<file path="src/inc/tcr_pkg.sv">
// Package: addresses, bit layout and reset values of the timer register slice
package tcr_pkg;

  // ==========================================================
  // Address map (data-space addresses on the register port)
  // ==========================================================
  localparam logic [7:0] TCR_IO_TO_DATA_OFS = 8'h20;
  localparam logic [7:0] TCR_IO_SPACE_LAST = 8'h3F;
  localparam logic [7:0] TCR_EXT_IO_FIRST = 8'h60;
  localparam logic [7:0] TCR_FLAGS_IO = 8'h36;
  localparam logic [7:0] TCR_MASK_IO = 8'h37;
  localparam logic [7:0] TCR_FLAGS_ADDR = 8'(TCR_FLAGS_IO + TCR_IO_TO_DATA_OFS);
  localparam logic [7:0] TCR_MASK_ADDR = 8'(TCR_MASK_IO + TCR_IO_TO_DATA_OFS);
  localparam logic [7:0] TCR_FLAGS_EXT_ADDR = 8'h7C;
  localparam logic [7:0] TCR_MASK_EXT_ADDR = 8'h7D;
  localparam logic [7:0] TCR_CAP3_LOW_ADDR = 8'h80;
  localparam logic [7:0] TCR_CAP3_HIGH_ADDR = 8'h81;

  // ==========================================================
  // Field layout
  // ==========================================================
  // Timer 1 field in the shared flag and mask registers: bits 5..2
  localparam int TCR_T1_LSB = 2;
  localparam int TCR_T1_W = 4;
  // Extended registers: bits 5..0 implemented, 7..6 read zero
  localparam int TCR_EXT_W = 6;
  localparam int TCR_CAP_W = 16;

  // ==========================================================
  // Reset values
  // ==========================================================
  localparam logic [7:0] TCR_MASK_RST = 8'h00;
  localparam logic [TCR_T1_W-1:0] TCR_T1_FLAGS_RST = 4'h0;
  localparam logic [TCR_EXT_W-1:0] TCR_EXT_RST = 6'h00;
  localparam logic [15:0] TCR_CAP_RST = 16'h0000;
  localparam logic [7:0] TCR_TEMP_RST = 8'h00;

endpackage : tcr_pkg

</file>
<file path="src/design/tcr_regs.sv">
// Timer capture register, shared byte latch and timer interrupt flag/mask
// Functional notes
// - Capture pin event copies counter into capture; timer 1 may use comparator.
// - Capture register may act as counter top, then events do not reload it.
// - Sixteen-bit capture accessed bytewise through an eight-bit holding byte.
// - One holding byte serves every sixteen-bit timer register in the device.
// - Timer 1 capture request = mask bit 5, global enable, capture flag.
// - Timer 1 compare A request = mask bit 4, global enable, flag.
// - Timer 1 compare B request = mask bit 3, global enable, flag.
// - Timer 1 overflow request = mask bit 2, global enable, flag.
// - Timer 3 capture request = extended mask bit 5, enable, flag.
// - Timer 3 compare A request = extended mask bit 4, enable, flag.
// - Timer 3 compare B request = extended mask bit 3, enable, flag.
// - Timer 3 overflow request = extended mask bit 2, enable, flag.
// - Timer 3 compare C request = extended mask bit 1, enable, flag.
// - Timer 1 compare C request = extended mask bit 0, enable, flag.
// - Extended mask register absent in legacy compatibility mode.
// - Shared mask register; timer 1 owns bits 5..2, reset zero.
// - Shared flag register; timer 1 owns bits 5..2, reset zero.
// - Flags clear on vector execution or when written with one.
// - Compare flag sets the cycle after the match; force never sets.
`timescale 1ns/1ps
module tcr_regs
  import tcr_pkg::*;
#(
  parameter int CAP_W = TCR_CAP_W
) (
  // Clock and reset
  input wire logic ref_clk,
  input wire logic rst,
  // Register port, data-space address
  input wire logic [7:0] reg_addr,
  input wire logic reg_wr_en,
  input wire logic reg_rd_en,
  input wire logic [7:0] reg_wdata,
  output logic [7:0] reg_rdata,
  // Shared holding byte, other sixteen-bit registers
  input wire logic temp_load_en,
  input wire logic [7:0] temp_load_data,
  output logic [7:0] temp_value,
  // Core state
  input wire logic global_irq_en,
  input wire logic legacy_mode,
  // Timer 1 events
  input wire logic t1_capture_pin_evt,
  input wire logic analog_cmp_evt,
  input wire logic t1_capture_src_cmp,
  input wire logic t1_cmp_a_match,
  input wire logic t1_cmp_b_match,
  input wire logic t1_cmp_c_match,
  input wire logic t1_overflow_evt,
  // Timer 3 events and counter
  input wire logic capture_input_pin,
  input wire logic [CAP_W-1:0] counter_value,
  input wire logic t3_capture_is_top,
  input wire logic t3_top_reached,
  input wire logic t3_cmp_a_match,
  input wire logic t3_cmp_b_match,
  input wire logic t3_cmp_c_match,
  input wire logic t3_overflow_evt,
  // Vector executed acknowledges
  input wire logic [TCR_T1_W-1:0] t1_vec_ack,
  input wire logic [TCR_EXT_W-1:0] ext_vec_ack,
  // Outputs
  output logic [CAP_W-1:0] capture_top_value,
  output logic [7:0] timer_irq_mask,
  output logic [TCR_T1_W-1:0] t1_irq_req,
  output logic [TCR_EXT_W-1:0] ext_irq_req
);

  // ==========================================================
  // State
  // ==========================================================
  logic [7:0] mask_q, mask_d;
  logic [TCR_EXT_W-1:0] mask_ext_q, mask_ext_d;
  logic [TCR_T1_W-1:0] t1_flags_q, t1_flags_d;
  logic [TCR_EXT_W-1:0] ext_flags_q, ext_flags_d;
  logic [CAP_W-1:0] cap_q, cap_d;
  logic [7:0] temp_q, temp_d;
  logic [7:0] rdata_q, rdata_d;
  logic [TCR_T1_W-1:0] t1_set;
  logic [TCR_EXT_W-1:0] ext_set;
  logic [TCR_T1_W-1:0] t1_w1c;
  logic [TCR_EXT_W-1:0] ext_w1c;
  logic t3_cap_evt;
  logic wr_flags, wr_mask, wr_flags_ext, wr_mask_ext, wr_cap_lo, wr_cap_hi;
  logic rd_cap_lo, rd_cap_hi;

  // ==========================================================
  // Address decode
  // ==========================================================
  always_comb begin
    wr_flags = 1'b0;
    wr_mask = 1'b0;
    wr_flags_ext = 1'b0;
    wr_mask_ext = 1'b0;
    wr_cap_lo = 1'b0;
    wr_cap_hi = 1'b0;
    if (reg_addr == TCR_FLAGS_ADDR) begin
      wr_flags = reg_wr_en;
    end else if (reg_addr == TCR_MASK_ADDR) begin
      wr_mask = reg_wr_en;
    end else if (reg_addr == TCR_FLAGS_EXT_ADDR) begin
      wr_flags_ext = reg_wr_en;
    end else if (reg_addr == TCR_MASK_EXT_ADDR) begin
      wr_mask_ext = reg_wr_en && !legacy_mode;
    end else if (reg_addr == TCR_CAP3_LOW_ADDR) begin
      wr_cap_lo = reg_wr_en;
    end else if (reg_addr == TCR_CAP3_HIGH_ADDR) begin
      wr_cap_hi = reg_wr_en;
    end
  end

  assign rd_cap_lo = reg_rd_en && (reg_addr == TCR_CAP3_LOW_ADDR);
  assign rd_cap_hi = reg_rd_en && (reg_addr == TCR_CAP3_HIGH_ADDR);

  // ==========================================================
  // Event sources
  // ==========================================================
  // Order cap, cmp A, cmp B, overflow matches register bits 5..2.
  // Force strobes are not routed here, so they never set a flag.
  always_comb begin
    t1_set = {t1_capture_src_cmp ? analog_cmp_evt : t1_capture_pin_evt,
              t1_cmp_a_match, t1_cmp_b_match, t1_overflow_evt};
  end

  // In top mode the pin no longer captures; reaching top sets the flag
  assign t3_cap_evt = t3_capture_is_top ? t3_top_reached
                                        : capture_input_pin;

  assign ext_set = {t3_cap_evt, t3_cmp_a_match, t3_cmp_b_match,
                    t3_overflow_evt, t3_cmp_c_match, t1_cmp_c_match};

  assign t1_w1c = wr_flags ? reg_wdata[TCR_T1_LSB +: TCR_T1_W]
                           : {TCR_T1_W{1'b0}};
  assign ext_w1c = wr_flags_ext ? reg_wdata[TCR_EXT_W-1:0]
                                : {TCR_EXT_W{1'b0}};

  // ==========================================================
  // Flags and masks
  // ==========================================================
  // Set wins over a clear arriving in the same cycle
  always_comb begin
    t1_flags_d = (t1_flags_q & ~(t1_w1c | t1_vec_ack)) | t1_set;
    ext_flags_d = (ext_flags_q & ~(ext_w1c | ext_vec_ack)) | ext_set;
    mask_d = wr_mask ? reg_wdata : mask_q;
    mask_ext_d = wr_mask_ext ? reg_wdata[TCR_EXT_W-1:0]
                             : mask_ext_q;
  end

  always_ff @(posedge ref_clk or posedge rst) begin
    if (rst) begin
      t1_flags_q <= TCR_T1_FLAGS_RST;
      ext_flags_q <= TCR_EXT_RST;
      mask_q <= TCR_MASK_RST;
      mask_ext_q <= TCR_EXT_RST;
    end else begin
      t1_flags_q <= t1_flags_d;
      ext_flags_q <= ext_flags_d;
      mask_q <= mask_d;
      mask_ext_q <= mask_ext_d;
    end
  end

  // ==========================================================
  // Capture register and shared holding byte
  // ==========================================================
  // Low read latches the high byte; high write parks in the holding
  // byte and the low write commits both halves in one edge.
  always_comb begin
    cap_d = cap_q;
    temp_d = temp_q;
    if (wr_cap_lo) begin
      cap_d = {temp_q, reg_wdata};
    end else if (t3_cap_evt && !t3_capture_is_top) begin
      cap_d = counter_value;
    end
    if (rd_cap_lo) begin
      temp_d = cap_q[CAP_W-1:8];
    end else if (wr_cap_hi) begin
      temp_d = reg_wdata;
    end else if (temp_load_en) begin
      temp_d = temp_load_data;
    end
  end

  always_ff @(posedge ref_clk or posedge rst) begin
    if (rst) begin
      cap_q <= TCR_CAP_RST;
      temp_q <= TCR_TEMP_RST;
    end else begin
      cap_q <= cap_d;
      temp_q <= temp_d;
    end
  end

  // ==========================================================
  // Read data
  // ==========================================================
  // Unmapped and absent addresses read zero
  always_comb begin
    rdata_d = 8'h00;
    if (!reg_rd_en) begin
      rdata_d = rdata_q;
    end else if (reg_addr == TCR_FLAGS_ADDR) begin
      rdata_d[TCR_T1_LSB +: TCR_T1_W] = t1_flags_q;
    end else if (reg_addr == TCR_MASK_ADDR) begin
      rdata_d = mask_q;
    end else if (reg_addr == TCR_FLAGS_EXT_ADDR) begin
      rdata_d[TCR_EXT_W-1:0] = ext_flags_q;
    end else if (reg_addr == TCR_MASK_EXT_ADDR && !legacy_mode) begin
      rdata_d[TCR_EXT_W-1:0] = mask_ext_q;
    end else if (rd_cap_lo) begin
      rdata_d = cap_q[7:0];
    end else if (rd_cap_hi) begin
      rdata_d = temp_q;
    end
  end

  always_ff @(posedge ref_clk or posedge rst) begin
    if (rst) begin
      rdata_q <= 8'h00;
    end else begin
      rdata_q <= rdata_d;
    end
  end

  // ==========================================================
  // Outputs
  // ==========================================================
  logic [TCR_EXT_W-1:0] mask_ext_eff;
  assign mask_ext_eff = legacy_mode ? TCR_EXT_RST : mask_ext_q;

  // Bits 3..0: capture, cmp A, cmp B, overflow
  assign t1_irq_req = mask_q[TCR_T1_LSB +: TCR_T1_W] & t1_flags_q
                      & {TCR_T1_W{global_irq_en}};
  // Bits 5..0: t3 cap, t3 A, t3 B, t3 ovf, t3 C, t1 C
  assign ext_irq_req = mask_ext_eff & ext_flags_q
                       & {TCR_EXT_W{global_irq_en}};

  assign reg_rdata = rdata_q;
  assign temp_value = temp_q;
  assign capture_top_value = cap_q;
  assign timer_irq_mask = mask_q;
endmodule : tcr_regs

</file>
<file path="config.mk">
export PLATFORM = sky130hd
export DESIGN_NAME = tcr_regs
export DESIGN_NICKNAME = d
export VERILOG_FILES = /design/src/inc/tcr_pkg.sv /design/src/design/tcr_regs.sv
export SDC_FILE = /design/constraint.sdc
export NUM_CORES = 1
export LEC_CHECK = 0
export ABC_CLOCK_PERIOD_IN_PS = 3800
export BUFFER_PORTS_ARGS = -buffer_cell sky130_fd_sc_hd__buf_2
export CORE_MARGIN = 2
export CORE_UTILIZATION = 45
export CTS_CLUSTER_SIZE = 14
export DETAILED_ROUTE_END_ITERATION = 7
export GPL_ROUTABILITY_DRIVEN = 1
export PLACE_DENSITY = 0.74
export RECOVER_POWER = 50
export SLEW_MARGIN = 0
export SYNTH_ARGS = -nofsm -noshare
export SYNTH_HDL_FRONTEND = slang
export SYNTH_SLANG_ARGS = --single-unit
</file>
<file path="constraint.sdc">
create_clock -name ref_clk -period 3.8 [get_ports ref_clk]
set_clock_uncertainty 0.2 [all_clocks]
set_input_delay 0.76 -clock ref_clk [delete_from_list [all_inputs] [get_ports ref_clk]]
set_output_delay 0.76 -clock ref_clk [all_outputs]
set_load 0.05 [all_outputs]
</file>
==> Word-level counts from Yosys, hierarchy flattened <==
Index checks and enable logic that the tools add are counted.
{ "op_classes": {"n_eq_ne": 6, "muxes": 41, "bitwise_logic": 12, "n_reduce_logical": 9} }
{ "op_table": {"columns": ["cell", "n"], "rows": [
  ["8-bit 2-to-1 mux", 6],
  ["8-bit by 7-bit == test with 1-bit output, second input constant", 4],
  ["16-bit 2-to-1 mux", 2],
  ["6-bit 2-to-1 mux", 4],
  ["1-bit 2-to-1 mux", 23],
  ["6-bit bitwise AND", 3],
  ["8-bit == test, second input constant", 2],
  ["4-bit bitwise AND", 3],
  ["6-bit OR", 2],
  ["2-bit 2-to-1 mux", 4],
  ["4-bit 2-to-1 mux", 2],
  ["4-bit OR", 2],
  ["6-bit inverter", 1],
  ["1-bit logical AND", 5],
  ["4-bit inverter", 1],
  ["3-bit nonzero test", 1],
  ["1-bit logical NOT", 2],
  ["2-bit nonzero test", 1]
]} }
{ "word_totals": {"ff_bits": 56, "input_bits": 71, "out_inout_bits": 50, "word_cells": 75} }

==> Depth between registers and ports, before layout <==
{ "logic_depth": {"ltp_word": 9, "ltp_mapped": 7, "ltp_nobuf": 4} }

==> Worst setup path before layout <==
No wires, ideal clock.
{ "synth_timing": {"kind": "input to output", "from": "in legacy_mode", "to": "out ext_irq_req[0]", "t_arrival_ns": 1.622, "t_required_ns": 2.840, "slack_ns": 1.218, "stages": 3, "n_path_buf": 1, "cell_sequence": "clkbuf_1 -> nor2b_1 -> and3_1"} }
{ "synth_between": {"elab_chain_cells": 3} }
{ "synth_lines": {"columns": ["element", "line_no", "text"], "rows": [
  ["from (decl)", "tcr_regs.sv:43", "input wire logic legacy_mode,"],
  ["6-bit 2-to-1 mux", "tcr_regs.sv:232", "assign mask_ext_eff = legacy_mode ? TCR_EXT_RST : mask_ext_q;"],
  ["6-bit bitwise AND", "tcr_regs.sv:238", "assign ext_irq_req = mask_ext_eff & ext_flags_q"],
  ["6-bit bitwise AND", "tcr_regs.sv:239", "& {TCR_EXT_W{global_irq_en}};"],
  ["to (decl)", "tcr_regs.sv:68", "output logic [TCR_EXT_W-1:0] ext_irq_req"]
]} }
No other way between the ends.

==> Worst setup path after layout <==
Same ends and word-level chain as after synthesis.

==> metrics.yaml <==
outcome: "complete, no violations"
globalRouteOverflowTotal: 0
leakage_uw: 0.00185
seq_area_frac_synth: 0.445
finalHoldViolations: 0
clkTransAtPathRegs_ps: 100
cts_setup_buffers: 0
drv_slew: 0
n_antenna_cell: 0
synth_cell_type_count: 45
multiInputGateArea_sq_um: 1610
antenna_found_initial: 0
vias: 3050
ios: 121
crit_arrival_ps: 1720
maxSlewHeadroom: 0.281
setup_viol: 0
fillCellCount: 624
h-tree-depth: 2
syn_area_sq_um: 3150
layout-drive-gt1-share: 0.336
drt_first_iter_violations: 277
postRouteAntennaNets: 0
synth_nets: 386
wire_per_inst_microns: 18.1
start_util: 0.464
grt_pass1_wl_mm: 14.7
num_rows: 30
cts-root-buf: "clkbuf_8"
dieArea_sq_um: 7690
final_cell_mix: "buf_2, dfrtp_1, a21oi_1"
p_per_area_nw_per_um2: 388
min_path_type: "register to register"
max_freq_mhz: 373
max-clock-path-buffers: 2
postCtsResizedCells: 0
setup.worst_path.class: "input port to output pin"
seqCellArea_sq_um: 1400
crit_required_ps: 2840
cp_max_fo: 10
grt_max_degree: 36
die_x_microns: 87.7
syn_avg_cell_area_sq_um: 10.0
area_growth_pct: 24.5
drt_wl_total_mm: 9.50
rsz0062_at_grt: "no"
worst_slew_pin_slew_ps: 1080
grtUsageTotal: 0.249
fin_total_pwr_uw: 1520
place_congestion: 0.952
cts_tree: "built"
first_pass_iters: 5
yosys_register_bits: 56
yosysWarnings: 0
fin_crit_ps: 2680
timing.setup.tns_ps: 0
endpoint_kind: "output pin"
critPathLaunchType: "input port"
insertion_delay_ps: 320
drt-vias-per-instance: 5.81
synth_cells: 315
cts_buffers: 5
grt_pass1_vias: 2797
final_common_cell: "buf_2"
hpwl_mm: 7.06
nets: 499
cts_hold_buf: 0
clock-sinks: 56
drc: 0
fin_crit_sh: 0.706
die_height_microns: 87.7
numPortBuffers: 120
maxCapViolations: 0
coreArea_sq_um: 6790
peakVddDrop_uv: 172
[stage by stage]
stage / worst slack [ps] / std cells / area, sq um / util / hold slack [ps]
detailed placement: 1040 / 517 / 3830 / 0.564 / 305
global placement: 1100 / 517 / 3830 / 0.564 / 290
global route: 1030 / 525 / 3920 / 0.578 / 349
CTS: 1120 / 525 / 3960 / 0.583 / 312
floorplan: 1220 / 315 / 3150 / - / 289
finish: 1120 / 525 / 3920 / 0.578 / 335
[critical path, stage by stage]
cell and delay (ps):
buf_2 160, nor2b_1 320, and3_1 220, buf_2 260
[cells by family (layout without fill, tap and decap cells)]
| logic type | after synthesis | count (layout) | share of synthesized area |
|---|---|---|---|
| buf+inv | 32 | 146 | 0.0449 |
| compound gates | 91 | 91 | 0.197 |
| simple gates | 95 | 95 | 0.177 |
| flops | 56 | 56 | 0.445 |
| mux | 41 | 41 | 0.137 |
[final cells by class]
| class | instances | area share |
|---|---|---|
| Multi-Input combinational cell | 227 | 0.411 |
| Clock buffer | 7 | 0.0246 |
| Clock inverter | 1 | 0.00765 |
| Timing Repair Buffer | 128 | 0.160 |
| Inverter | 10 | 0.00957 |
| Sequential cell | 56 | 0.357 |
| Tap cell | 96 | 0.0306 |
[sequential cells by signal (all words and copies together) (netlist names)]
signal / flops
reg_rdata: 8
temp_value: 8
mask_ext_q: 6
t1_flags_q: 4
timer_irq_mask: 8
ext_flags_q: 6
capture_top_value: 16
[Yosys cell counts, drive strengths merged]
master   instances  share of area
mux2i           25          0.079
nand2           11          0.013
a31oi            1         0.0020
clkbuf          16          0.019
mux2            16          0.057
and2             1         0.0020
or3              1         0.0020
buf              6          0.013
nor3b            2         0.0048
o221ai           2         0.0056
nor2b            2         0.0040
inv             10          0.012
a22oi            2         0.0048
or4              1         0.0036
a21oi           36          0.057
nand2b           7          0.014
nor4             1         0.0020
a22o             4          0.011
and3b            1         0.0032
and3            11          0.022
a221o            8          0.025
and4bb           1         0.0040
nand4bb          1         0.0036
o311ai           9          0.025
nand4           10          0.020
o221a            1         0.0036
nor4bb           1         0.0032
nand3            4         0.0064
nand4b           2         0.0056
o22ai            5         0.0099
and4b            3         0.0095
o21ai           10          0.016
dfrtp           56           0.44
nor2            24          0.029
a211o            1         0.0028
a31o             8          0.022
or3b             2         0.0056
a221oi           4          0.011
nor3             9          0.021
[path summary, 6_finish.rpt]
| kind | end | slack [ps] | depth (start not counted) | start |
|---|---|---|---|---|
| worst max-delay path | ext_irq_req[0] | 1120 | 4 | legacy_mode |
| worst min-delay path | reg_rdata[6] | 330 | 1 | reg_rdata[6] |
| worst min register to register | reg_rdata[6] | 330 | 1 | reg_rdata[6] |
| worst max register to register | reg_rdata[2] | 2310 | 4 | temp_value[2] |
| min in group asynchronous | ext_flags_q[4] | 490 | 2 | rst |
| max in group asynchronous | capture_top_value[14] | 1910 | 3 | rst |
[routing by layer]
layer  vias up  share of wire  global-route usage  routed length (microns)
met3        20          0.065              0.0339                      621
met4         0          0.019              0.0713                      182
met1      1459           0.46               0.382                     4380
met5         -              0                   0                        0
li1       1435              -                   -                        -
met2       136           0.45               0.368                     4320
[where the power goes]
part	leakage (uW)	total (uW)	switching, uW	internal (uW)
Combinational	0.00110	394	278	116
Sequential	0.000691	695	48.2	647
Clock	0.0000645	434	201	233
Power figures use the tool's default switching activity.
